## config.mk

```make
export PLATFORM = sky130hd
export DESIGN_NAME = pmcr_top
export DESIGN_NICKNAME = d
export VERILOG_FILES = /design/src/hw/pmcr_top.v /design/src/hw/pmcr_sync.v /design/src/hw/pmcr_wb_slave.v
export VERILOG_INCLUDE_DIRS = /design/src /design/src/hw
export SDC_FILE = /design/constraint.sdc
export NUM_CORES = 1
export LEC_CHECK = 0
export BUFFER_PORTS_ARGS = -buffer_cell sky130_fd_sc_hd__buf_2
export CORE_MARGIN = 5
export CORE_UTILIZATION = 48
export CTS_CLUSTER_SIZE = 12
export DETAILED_ROUTE_END_ITERATION = 10
export PLACE_DENSITY = 0.84
export SLEW_MARGIN = 30
export SYNTH_ARGS = -nofsm -noshare
export SYNTH_HDL_FRONTEND = slang
export SYNTH_SLANG_ARGS = --single-unit
```

## constraint.sdc

```tcl
create_clock -name SYS_CLK_I -period 3.35 [get_ports SYS_CLK_I]
set_input_delay 0.1675 -clock SYS_CLK_I [delete_from_list [all_inputs] [get_ports SYS_CLK_I]]
set_output_delay 0.1675 -clock SYS_CLK_I [all_outputs]
set_load 0.01 [all_outputs]
```

## src/hw/pmcr_defines.vh

```
// Constants for the power mode control register block.
`ifndef PMCR_DEFINES_VH
`define PMCR_DEFINES_VH
`define PMCR_ADDR_CTRL 4'h0
`define PMCR_ADDR_STAT 4'h4
`define PMCR_BIT_PSR 0
`define PMCR_BIT_HFD 1
`define PMCR_BIT_IDLE 2
`define PMCR_BIT_HALT 3
`define PMCR_BIT_RSVD 4
`define PMCR_BIT_WGE 5
`define PMCR_BIT_HFG 6
`define PMCR_BIT_LFG 7
`define PMCR_CTRL_RESET 6'h00
`define PMCR_MODE_ACTIVE 2'h0
`define PMCR_MODE_SAVE 2'h1
`define PMCR_MODE_IDLE 2'h2
`define PMCR_MODE_HALT 2'h3
`endif

```

## src/hw/pmcr_top.v

```verilog
// Power mode control and status register with mode sequencer.
//
// Decided for this implementation: the Wishbone register port and the address map.
`timescale 1ns/1ps
`include "pmcr_defines.vh"
module pmcr_top
(
    input wire SYS_CLK_I,
    input wire RESETN_I,
    input wire WB_CYC_I,
    input wire WB_STB_I,
    input wire WB_WE_I,
    input wire [3:0] WB_ADR_I,
    input wire [3:0] WB_SEL_I,
    input wire [31:0] WB_DAT_I,
    output wire [31:0] WB_DAT_O,
    output wire WB_ACK_O,
    input wire CPU_WAIT_I,
    input wire WAKEUP_I,
    input wire HF_CLOCK_GOOD_I,
    input wire LF_CLOCK_GOOD_I,
    input wire SLOW_XTAL_SEL_I,
    output reg [1:0] MODE_O,
    output reg HF_OSC_EN_O,
    output reg SLOW_XTAL_SELECTED_O
);
    reg psr_r;
    reg hfd_r;
    reg idle_r;
    reg halt_r;
    reg wge_r;
    reg [1:0] mode_r;
    reg psr_nxt;
    reg hfd_nxt;
    reg idle_nxt;
    reg halt_nxt;
    reg wge_nxt;
    reg [1:0] mode_nxt;
    reg save_pend_r;
    reg save_pend_nxt;
    reg wake_pend_r;
    reg wake_pend_nxt;
    reg wait_d_r;
    reg exit_pend_r;
    reg exit_pend_nxt;
    reg wait_seen_r;
    reg wait_seen_nxt;
    wire hf_good;
    wire lf_good;
    wire xtal_good;
    wire wr_ctrl;
    wire [7:0] wr_data;
    wire [7:0] reg_view;
    reg [31:0] rd_data;
    wire wait_evt;

    pmcr_sync u_sync_hf
    (
        .clk_i(SYS_CLK_I),
        .rst_n_i(RESETN_I),
        .async_i(HF_CLOCK_GOOD_I),
        .level_o(hf_good)
    );

    pmcr_sync u_sync_lf
    (
        .clk_i(SYS_CLK_I),
        .rst_n_i(RESETN_I),
        .async_i(LF_CLOCK_GOOD_I),
        .level_o(lf_good)
    );

    pmcr_sync u_sync_xt
    (
        .clk_i(SYS_CLK_I),
        .rst_n_i(RESETN_I),
        .async_i(SLOW_XTAL_SEL_I),
        .level_o(xtal_good)
    );

    pmcr_wb_slave u_wb
    (
        .clk_i(SYS_CLK_I),
        .rst_n_i(RESETN_I),
        .cyc_i(WB_CYC_I),
        .stb_i(WB_STB_I),
        .we_i(WB_WE_I),
        .adr_i(WB_ADR_I),
        .sel_i(WB_SEL_I),
        .dat_i(WB_DAT_I),
        .rd_data_i(rd_data),
        .ack_o(WB_ACK_O),
        .dat_o(WB_DAT_O),
        .wr_ctrl_o(wr_ctrl),
        .wr_data_o(wr_data)
    );

    // Status bits come from hardware; bit 4 is always zero.
    assign reg_view = {lf_good, hf_good, wge_r, 1'b0, halt_r, idle_r, hfd_r, psr_r};

    // The status word exposes the sequencer's pending requests for debug.
    // Bit 4 is a software exit from Power Save that still waits for the fast clock.
    always @*
    begin
        case (WB_ADR_I)
            `PMCR_ADDR_CTRL: rd_data = {24'h0, reg_view};
            `PMCR_ADDR_STAT: rd_data = {27'h0, exit_pend_r, save_pend_r, wake_pend_r, mode_r};
            default: rd_data = 32'h0;
        endcase
    end

    // WAIT is a same-clock CPU signal; act on its rising edge only.
    assign wait_evt = CPU_WAIT_I & ~wait_d_r;

    // Entry from Active into a mode that runs from the slow clock waits for a good slow clock.
    // Halt uses no clock at all, so it is never held back.
    function entry_allowed;
        input [1:0] target;
        input lf_ok;
        begin
            case (target)
                `PMCR_MODE_SAVE: entry_allowed = lf_ok;
                `PMCR_MODE_IDLE: entry_allowed = lf_ok;
                default: entry_allowed = 1'b1;
            endcase
        end
    endfunction

    // The disable bit acts only once a Power Save or Idle stay has begun, never on the entry edge,
    // so the fast clock cannot vanish while the switch is still in progress.
    function fast_osc_on;
        input [1:0] cur_mode;
        input [1:0] next_mode;
        input disable_bit;
        begin
            case (next_mode)
                `PMCR_MODE_ACTIVE: fast_osc_on = 1'b1;
                `PMCR_MODE_HALT: fast_osc_on = 1'b0;
                default:
                begin
                    if (cur_mode != next_mode)
                        fast_osc_on = 1'b1;
                    else
                        fast_osc_on = ~disable_bit;
                end
            endcase
        end
    endfunction

    always @*
    begin
        psr_nxt = psr_r;
        hfd_nxt = hfd_r;
        idle_nxt = idle_r;
        halt_nxt = halt_r;
        wge_nxt = wge_r;
        mode_nxt = mode_r;
        save_pend_nxt = save_pend_r;
        wake_pend_nxt = wake_pend_r;
        exit_pend_nxt = exit_pend_r;
        wait_seen_nxt = wait_seen_r;
        if (wr_ctrl)
        begin
            // A write proves the CPU is running, so any held WAIT is over.
            wait_seen_nxt = 1'b0;
            hfd_nxt = wr_data[`PMCR_BIT_HFD];
            idle_nxt = wr_data[`PMCR_BIT_IDLE];
            halt_nxt = wr_data[`PMCR_BIT_HALT];
            wge_nxt = wr_data[`PMCR_BIT_WGE];
            if (wr_data[`PMCR_BIT_PSR] && mode_r == `PMCR_MODE_ACTIVE)
            begin
                if (wr_data[`PMCR_BIT_WGE])
                    psr_nxt = 1'b1;
                else
                    save_pend_nxt = 1'b1;
            end
            else if (!wr_data[`PMCR_BIT_PSR] && mode_r == `PMCR_MODE_SAVE)
            begin
                save_pend_nxt = 1'b0;
                exit_pend_nxt = 1'b1;
            end
            else if (wr_data[`PMCR_BIT_PSR] && mode_r == `PMCR_MODE_SAVE)
                exit_pend_nxt = 1'b0;
            else if (!wr_data[`PMCR_BIT_PSR])
                psr_nxt = 1'b0;
        end
        case (mode_r)
            `PMCR_MODE_ACTIVE:
            begin
                if (save_pend_r && entry_allowed(`PMCR_MODE_SAVE, lf_good))
                begin
                    mode_nxt = `PMCR_MODE_SAVE;
                    psr_nxt = 1'b1;
                    save_pend_nxt = 1'b0;
                end
                else if ((wait_evt || wait_seen_r) && wge_r)
                begin
                    // Direct entries from Active only when gated.
                    // A WAIT that meets a slow clock not yet good is kept until the clock is good.
                    wait_seen_nxt = 1'b0;
                    if (halt_r)
                        mode_nxt = `PMCR_MODE_HALT;
                    else if (idle_r)
                    begin
                        if (entry_allowed(`PMCR_MODE_IDLE, lf_good))
                            mode_nxt = `PMCR_MODE_IDLE;
                        else
                            wait_seen_nxt = 1'b1;
                    end
                    else if (psr_r)
                    begin
                        if (entry_allowed(`PMCR_MODE_SAVE, lf_good))
                            mode_nxt = `PMCR_MODE_SAVE;
                        else
                            wait_seen_nxt = 1'b1;
                    end
                end
            end
            `PMCR_MODE_SAVE:
            begin
                if (WAKEUP_I)
                    wake_pend_nxt = 1'b1;
                else if (wr_ctrl && !wr_data[`PMCR_BIT_PSR])
                    wake_pend_nxt = 1'b0;
                else if (wait_evt && halt_r)
                    mode_nxt = `PMCR_MODE_HALT;
                else if (wait_evt && idle_r)
                    mode_nxt = `PMCR_MODE_IDLE;
            end
            `PMCR_MODE_IDLE:
            begin
                if (WAKEUP_I)
                    wake_pend_nxt = 1'b1;
                else if (wait_evt && halt_r)
                    mode_nxt = `PMCR_MODE_HALT;
            end
            default:
            begin
                if (WAKEUP_I)
                    wake_pend_nxt = 1'b1;
            end
        endcase
        // Software exit from Power Save, done once the fast clock is good.
        if (mode_r == `PMCR_MODE_SAVE && !psr_nxt && !wake_pend_r && !save_pend_r && hf_good)
        begin
            if (!(wr_ctrl && wr_data[`PMCR_BIT_PSR]))
            begin
                mode_nxt = `PMCR_MODE_ACTIVE;
            end
        end
        // A software exit is remembered until the fast clock is good; the bit keeps reading 1 meanwhile.
        if (mode_r == `PMCR_MODE_SAVE && exit_pend_nxt)
        begin
            psr_nxt = 1'b1;
            save_pend_nxt = 1'b0;
            if (hf_good)
            begin
                mode_nxt = `PMCR_MODE_ACTIVE;
                psr_nxt = 1'b0;
                exit_pend_nxt = 1'b0;
            end
        end
        // Wake-up: drop the fast clock disable, then wait for a good clock.
        if (wake_pend_r || (WAKEUP_I && mode_r != `PMCR_MODE_ACTIVE))
        begin
            hfd_nxt = 1'b0;
            idle_nxt = 1'b0;
            halt_nxt = 1'b0;
            if (wake_pend_r && hf_good)
            begin
                mode_nxt = `PMCR_MODE_ACTIVE;
                psr_nxt = 1'b0;
                wake_pend_nxt = 1'b0;
                exit_pend_nxt = 1'b0;
                wait_seen_nxt = 1'b0;
            end
        end
    end

    always @(posedge SYS_CLK_I or negedge RESETN_I)
    begin
        if (!RESETN_I)
        begin
            {wge_r, halt_r, idle_r, hfd_r, psr_r} <= 5'h00;
            mode_r <= `PMCR_MODE_ACTIVE;
            save_pend_r <= 1'b0;
            wake_pend_r <= 1'b0;
            wait_d_r <= 1'b0;
            exit_pend_r <= 1'b0;
            wait_seen_r <= 1'b0;
            MODE_O <= `PMCR_MODE_ACTIVE;
            HF_OSC_EN_O <= 1'b1;
            SLOW_XTAL_SELECTED_O <= 1'b0;
        end
        else
        begin
            psr_r <= psr_nxt;
            hfd_r <= hfd_nxt;
            idle_r <= idle_nxt;
            halt_r <= halt_nxt;
            wge_r <= wge_nxt;
            mode_r <= mode_nxt;
            save_pend_r <= save_pend_nxt;
            wake_pend_r <= wake_pend_nxt;
            wait_d_r <= CPU_WAIT_I;
            exit_pend_r <= exit_pend_nxt;
            wait_seen_r <= wait_seen_nxt;
            MODE_O <= mode_nxt;
            // Oscillator follows the mode being entered; it stops with entry into Halt, one cycle after entry into Power Save or Idle with the disable bit set.
            HF_OSC_EN_O <= fast_osc_on(mode_r, mode_nxt, hfd_nxt);
            SLOW_XTAL_SELECTED_O <= SLOW_XTAL_SEL_I ? xtal_good : 1'b0;
        end
    end
endmodule // pmcr_top

```

## src/hw/pmcr_sync.v

```verilog
// Three-stage synchroniser with agreement filter for asynchronous status inputs.
`timescale 1ns/1ps
module pmcr_sync
(
    input wire clk_i,
    input wire rst_n_i,
    input wire async_i,
    output reg level_o
);
    reg s1_r;
    reg s2_r;
    reg s3_r;

    always @(posedge clk_i or negedge rst_n_i)
    begin
        if (!rst_n_i)
        begin
            s1_r <= 1'b0;
            s2_r <= 1'b0;
            s3_r <= 1'b0;
            level_o <= 1'b0;
        end
        else
        begin
            s1_r <= async_i;
            s2_r <= s1_r;
            s3_r <= s2_r;
            // A change counts only once the last two stages agree.
            if (s2_r == s3_r)
                level_o <= s3_r;
        end
    end
endmodule // pmcr_sync

```

## src/hw/pmcr_wb_slave.v

```verilog
// Classic Wishbone slave front end with one-cycle acknowledge.
`timescale 1ns/1ps
`include "pmcr_defines.vh"
module pmcr_wb_slave
(
    input wire clk_i,
    input wire rst_n_i,
    input wire cyc_i,
    input wire stb_i,
    input wire we_i,
    input wire [3:0] adr_i,
    input wire [3:0] sel_i,
    input wire [31:0] dat_i,
    input wire [31:0] rd_data_i,
    output reg ack_o,
    output reg [31:0] dat_o,
    output wire wr_ctrl_o,
    output wire [7:0] wr_data_o
);
    wire req;
    assign req = cyc_i & stb_i & ~ack_o;
    // Only the low byte lane holds register data.
    assign wr_ctrl_o = req & we_i & sel_i[0] & (adr_i == `PMCR_ADDR_CTRL);
    assign wr_data_o = dat_i[7:0];

    always @(posedge clk_i or negedge rst_n_i)
    begin
        if (!rst_n_i)
        begin
            ack_o <= 1'b0;
            dat_o <= 32'h0;
        end
        else
        begin
            ack_o <= req;
            dat_o <= (req & ~we_i) ? rd_data_i : 32'h0;
        end
    end
endmodule // pmcr_wb_slave

```

# [Yosys cells after proc, flatten, opt, wreduce, memory -nomap -nowiden]
# Cells that the tools add are included.
[word_totals] ff_bits=35 input_bits=50 output_inout_bits=37 elab_cells=160
[op_classes] eq_ne=8 mux=87 bitwise_logic=11 reduce_logical=27
[op_table] op="1-bit 2-to-1 mux" n=63
[op_table] op="2-bit 2-to-1 mux" n=19
[op_table] op="1-bit logical AND" n=16
[op_table] op="8-bit one-hot mux with 2 select lines" n=1
[op_table] op="8-bit 2-to-1 mux" n=1
[op_table] op="1-bit AND" n=7
[op_table] op="2-bit one-hot mux with 3 select lines" n=1
[op_table] op="2-bit equality test (second input constant)" n=2
[op_table] op="4-bit by 3-bit equality test with 1-bit output (second input constant)" n=1
[op_table] op="1-bit zero test" n=4
[op_table] op="2-bit zero test" n=2
[op_table] op="4-bit zero test" n=1
[op_table] op="1-bit NOT" n=4
[op_table] op="1-bit one-hot mux with 2 select lines" n=2
[op_table] op="2-bit nonzero test" n=2
[op_table] op="1-bit equality test" n=3
[op_table] op="2-bit by 1-bit equality test with 1-bit output (second input constant)" n=1
[op_table] op="1-bit logical OR" n=2
[op_table] op="2-bit inequality test" n=1

# [Logic depth before layout (Yosys ltp)]
[depth] depth_word=23 depth_mapped=10 mapped_depth_nobuf=9

# [Cells and area by module]
# A second synthesis with hierarchy kept.
[hier_totals] hier_cells=207 area_unflattened_um2=2483.6
[by_module_without_submodules] mod="pmcr_wb_slave" instances=1 cells_each=82 area_per_inst_um2=1167.4 seq_area_each_um2=825.8
[by_module_without_submodules] mod="pmcr_top" instances=1 cells_each=110 area_per_inst_um2=982.2 seq_area_each_um2=351.6
[by_module_without_submodules] mod="pmcr_sync" instances=3 cells_each=5 area_per_inst_um2=111.4 seq_area_each_um2=100.1

# [Worst setup path after synthesis]
# No wires, ideal clock.
[synth_timing] kind="in2reg" start="input port WB_ADR_I[1]" end="register HF_OSC_EN_O" setup_time_ns=0.077 arrival_ns=2.126 slack_ns=1.146 path_stages=10 path_cell_list="or4_4 nor3_4 buf_6 nor4_2 a311oi_2 nand2_1 o21ai_0 ha_1 and3_1 a31oi_1"
[synth_between] elab_chain_cells=18
[synth_lines] item="from (decl)" line_no="pmcr_top.v:13" source="input wire [3:0] WB_ADR_I,"
[synth_lines] item="4-bit zero test (no source line) *"
[synth_lines] item="1-bit AND *" line_no="pmcr_wb_slave.v:23" source="assign wr_ctrl_o = req & we_i & sel_i[0] & (adr_i == `PMCR_ADDR_CTRL);"
[synth_lines] item="1-bit 2-to-1 mux" line_no="pmcr_top.v:162" source="if (wr_ctrl)"
[synth_lines] item="1-bit 2-to-1 mux" line_no="pmcr_top.v:190" source="if (save_pend_r && entry_allowed(`PMCR_MODE_SAVE, lf_good))"
[synth_lines] item="1-bit 2-to-1 mux" line_no="pmcr_top.v:187" source="case (mode_r)"
[synth_lines] item="1-bit zero test" line_no="pmcr_top.v:244" source="if (mode_r == `PMCR_MODE_SAVE && !psr_nxt && !wake_pend_r && !save_pend_r && hf_good)"
[synth_lines] item="1-bit logical AND (4 in series)" line_no="pmcr_top.v:244"
[synth_lines] item="2-bit 2-to-1 mux" line_no="pmcr_top.v:244"
[synth_lines] item="2-bit 2-to-1 mux" line_no="pmcr_top.v:256" source="if (hf_good)"
[synth_lines] item="2-bit 2-to-1 mux" line_no="pmcr_top.v:252" source="if (mode_r == `PMCR_MODE_SAVE && exit_pend_nxt)"
[synth_lines] item="2-bit 2-to-1 mux" line_no="pmcr_top.v:269" source="if (wake_pend_r && hf_good)"
[synth_lines] item="2-bit 2-to-1 mux" line_no="pmcr_top.v:264" source="if (wake_pend_r || (WAKEUP_I && mode_r != `PMCR_MODE_ACTIVE))"
[synth_lines] item="2-bit inequality test" line_no="pmcr_top.v:141" source="if (cur_mode != next_mode)"
[synth_lines] item="1-bit 2-to-1 mux" line_no="pmcr_top.v:141"
[synth_lines] item="1-bit one-hot mux with 2 select lines *" line_no="pmcr_top.v:136" source="case (next_mode)"
[synth_lines] item="to (signal assigned)" line_no="pmcr_top.v:310" source="HF_OSC_EN_O <= fast_osc_on(mode_r, mode_nxt, hfd_nxt);"
[synth_lines] item="to (decl)" line_no="pmcr_top.v:24" source="output reg HF_OSC_EN_O,"
# Mark *: on every way between the ends. The rest lies on a longest branch, timed or not.
# A chain may end at the register's enable or synchronous reset.

# [Worst setup path in the final report]
[layout_timing] start="register u_wb.ack_o" end="register HF_OSC_EN_O"
[layout_between] elab_chain_cells=21
[layout_lines] item="from (decl)" line_no="pmcr_wb_slave.v:15" source="output reg ack_o,"
[layout_lines] item="from (signal assigned)" line_no="pmcr_wb_slave.v:35" source="ack_o <= req;"
[layout_lines] item="1-bit NOT *" line_no="pmcr_wb_slave.v:21" source="assign req = cyc_i & stb_i & ~ack_o;"
[layout_lines] item="1-bit AND *" line_no="pmcr_wb_slave.v:21"
[layout_lines] item="1-bit AND * (3 in series)" line_no="pmcr_wb_slave.v:23"
[layout_lines] item="1-bit 2-to-1 mux" line_no="pmcr_top.v:162"
[layout_lines] item="1-bit 2-to-1 mux" line_no="pmcr_top.v:190"
[layout_lines] item="1-bit 2-to-1 mux" line_no="pmcr_top.v:187"
[layout_lines] item="1-bit zero test" line_no="pmcr_top.v:244"
[layout_lines] item="1-bit logical AND (4 in series)" line_no="pmcr_top.v:244"
[layout_lines] item="2-bit 2-to-1 mux" line_no="pmcr_top.v:244"
[layout_lines] item="2-bit 2-to-1 mux" line_no="pmcr_top.v:256"
[layout_lines] item="2-bit 2-to-1 mux" line_no="pmcr_top.v:252"
[layout_lines] item="2-bit 2-to-1 mux" line_no="pmcr_top.v:269"
[layout_lines] item="2-bit 2-to-1 mux" line_no="pmcr_top.v:264"
[layout_lines] item="2-bit inequality test" line_no="pmcr_top.v:141"
[layout_lines] item="1-bit 2-to-1 mux" line_no="pmcr_top.v:141"
[layout_lines] item="1-bit one-hot mux with 2 select lines *" line_no="pmcr_top.v:136"
# Marked as above.

==> impl_metrics.csv <==
group,metric,value,unit
outcome,outcome,"finished clean",
global_route,grt_pass1_wl,5250,um
min_path,holdPathStages,3,
clock_network,clock-sinks,35,
power,switchingPower,0.000326,W
drt,vias,1252,
clock_network,cts_buffer_depth,2,
clock_network,clockRootBuffer,"clkbuf_4",
worst_setup_path,cp.required,3.62,ns
final_layout,drive_gt1_share,22.9,%
floorplanning,initial_core_util,50.2,%
place,dp_slack,0.737,ns
sta,timing.final.ws_setup,0.870,ns
worst_setup_path,end_kind,"flop",
global_route,grt_pass1_vias,1144,
sta,min_period,2.48,ns
clock_network,cts_max_level,2,
power,power_frac_clock,23.1,%
floorplanning,die_height,69.5,um
global_route,antenna_found_initial,0,
final_layout,largestRegisters,"u_wb.dat_o: 8 flops, mode_r: 2 flops",
clock_network,ctsResizeCount,0,
final_layout,final_util,56.1,%
final_layout,diodes,0,
sta,rsz0062_at_grt,"false",
drt,first_pass_iters,4,
global_route,grtUsageTotal,13.5,%
logic_synthesis,synth_edf_count,0,
worst_setup_path,cp_max_fo,11,
final_layout,final_nets,255,
global_route,grt.overflow.total,0,
drt,drt-total-wl,3030,um
floorplanning,row_count,21,
drt,ant_nets,0,
logic_synthesis,synth_seq_area_share,51.6,%
sta,period_share,74.0,%
logic_synthesis,ys_warn_count,0,
logic_synthesis,syn_inst,166,
logic_synthesis,synth_area_leader_cell,"dfrtp_1",
sta,whs,0.0584,ns
job,maxCapViolations,0,
place,hpwl,2260,um
worst_setup_path,r2r_cells,9,
floorplanning,die-area,4830,sq um
final_layout,regMostFlops,"u_wb.dat_o",
worst_setup_path,path_class,"reg2reg",
final_layout,final_area,1900,sq um
final_layout,layout.area.seq,877,sq um
drt,first_iter_violations,77,
final_layout,n_fill_cell,296,
final_layout,multiInputGateArea,678,sq um
logic_synthesis,synthFlopType,"dfrtp_1",
power,combPwrFrac,22.6,%
floorplanning,core_area,3390,sq um
drt,wl_per_cell,12.1,um
clock_network,clkTransAtPathRegs,0.11,ns
clock_network,numCtsBuffers,5,
worst_setup_path,start_kind,"flop",
logic_synthesis,postSynthAreaPerCell,10.2,sq um
power,ir_worst_vdd,0.222,mV
floorplanning,die_w,69.5,um
logic_synthesis,ys_ff_latch,35,
place,numPortBuffers,32,
power,p_leak,0.918,nW
place,gp_congestion,0.780,
sta,finalSetupViolCount,0,
sta,clock.fmax,0.403,GHz
final_layout,largest_reg_flops,8,
logic_synthesis,synthTopCellsByArea,"dfrtp_1, buf_4, nand2_1",
final_layout,syn2layout_area_growth,11.9,%
global_route,grt_max_degree,36,
logic_synthesis,synth.distinct_cells,40,
drt,drc,0,
clock_network,tritoncts,"built",
clock_network,insertion_delay,0.33,ns
sta,tightest_slew,0.786,ns
sta,slew_headroom,46.9,%
power,swShare,34.0,%
place,placedInstanceArea,1800,sq um
power,power.internal,0.000632,W
sta,hold_viol,0,
sta,finClkSkew,0.00353,ns
logic_synthesis,async_flop_share,100,%
sta,finalSetupTns,0,ns
worst_setup_path,arrival,2.75,ns
power,pwr_density_cell,504,nW/um^2
floorplanning,pin_count,87,
drt,avgViaCountPerCell,4.99,
min_path,min_path_type,"in2reg",
power,p_seq_share,54.2,%
sta,report.final.slew_viol_count,0,
logic_synthesis,mappedNetlistArea,1700,sq um
logic_synthesis,synth_top_area_share,50.0,%
==> per-layer routing <==
metal | vias up | routed length (um) | track usage (%)
met5 | - | 0 | 0
met4 | 0 | 49 | 5.21
met1 | 579 | 1190 | 17.3
met2 | 62 | 1420 | 20.7
met3 | 8 | 359 | 4.93
li1 | 603 | - | -
==> power by group through the flow <==
stage	Clock, W	Combinational, W	Sequential (W)
floorplan	0	0.000182	0.000508
global placement	0	0.000205	0.000526
detailed placement	0	0.000210	0.000528
CTS	0.000233	0.000218	0.000520
global route	0.000252	0.000246	0.000529
finish	0.000222	0.000217	0.000520
==> cells by family after synthesis <==
kind of cell | share of synthesized area [%]
AND/OR/NAND/NOR | 18.1
XOR/XNOR | 0.515
flip-flops | 51.6
buffers and inverters | 13.6
other | 0.221
adder cells (fa/ha/maj) | 2.50
AO/OA/AOI/OAI | 12.3
multiplexers | 1.18
==> stage by stage <==
step | total power, W | std cells
6_report | 0.000958 | 251
2_1_floorplan | 0.000690 | 189
4_1_cts | 0.000970 | 251
3_3_place_gp | 0.000732 | 238
3_5_place_dp | 0.000738 | 238
5_1_grt | 0.00103 | 251
==> final timing paths <==
kind,to,start,slack [ns]
min in group asynchronous,u_wb.ack_o$_DFF_PN0_,RESETN_I,0.44
max,HF_OSC_EN_O$_DFF_PN1_,u_wb.ack_o$_DFF_PN0_,0.87
max in group asynchronous,u_sync_lf.s3_r$_DFF_PN0_,RESETN_I,2.44
min reg2reg,u_sync_lf.s2_r$_DFF_PN0_,u_sync_lf.s1_r$_DFF_PN0_,0.36
min,idle_r$_DFFE_PN0P_,WB_DAT_I[2],0.06
max reg2reg,HF_OSC_EN_O$_DFF_PN1_,u_wb.ack_o$_DFF_PN0_,0.87
==> Yosys cell counts (all sizes together) (3+ instances only) <==
cell type / instances
o21ai: 4
a22oi: 5
nor2: 15
dfrtp: 34
and2: 5
nor4: 4
a21oi: 10
inv: 6
nor2b: 3
buf: 27
a31oi: 4
nand2: 16
maj3: 3
==> what timing repair did <==
item / 4_1_cts / 5_1_grt
setup buffers: 0 / 0
hold buffers: 5 / 0
hold endpoints to repair: 38 / 0
==> worst max-delay path: stages (launching register included) <==
cell and delay (ns):
dfrtp_1 0.38, nand3b_1 0.26, nor3_4 0.52, nor4_2 0.10
a311oi_2 0.37, nand2_1 0.11, o21ai_0 0.10, ha_1 0.27
and3_1 0.14, a31oi_1 0.15
==> placed cells by master (no fill, tap or decap), types with 3 or more instances in the layout <==
| cell type | instances |
|---|---|
| conb_1 | 24 |
| nor2_1 | 15 |
| a22oi_1 | 5 |
| nand2_1 | 16 |
| buf_2 | 32 |
| dfrtp_1 | 34 |
| nor2b_1 | 3 |
| and2_1 | 5 |
| a31oi_1 | 4 |
| o21ai_0 | 4 |
| clkbuf_4 | 5 |
| a21oi_1 | 10 |
| inv_1 | 6 |
| maj3_1 | 3 |
| dlygate4sd3_1 | 5 |
==> final cells by class <==
type | instances | area share (%)
Multi-Input combinational cell | 119 | 35.6
Clock buffer | 5 | 1.97
Clock inverter | 3 | 1.05
Timing Repair Buffer | 37 | 11.0
Tap cell | 46 | 3.02
Inverter | 6 | 1.18
Sequential cell | 35 | 46.1
No activity file was read; power rests on OpenSTA's default activity.
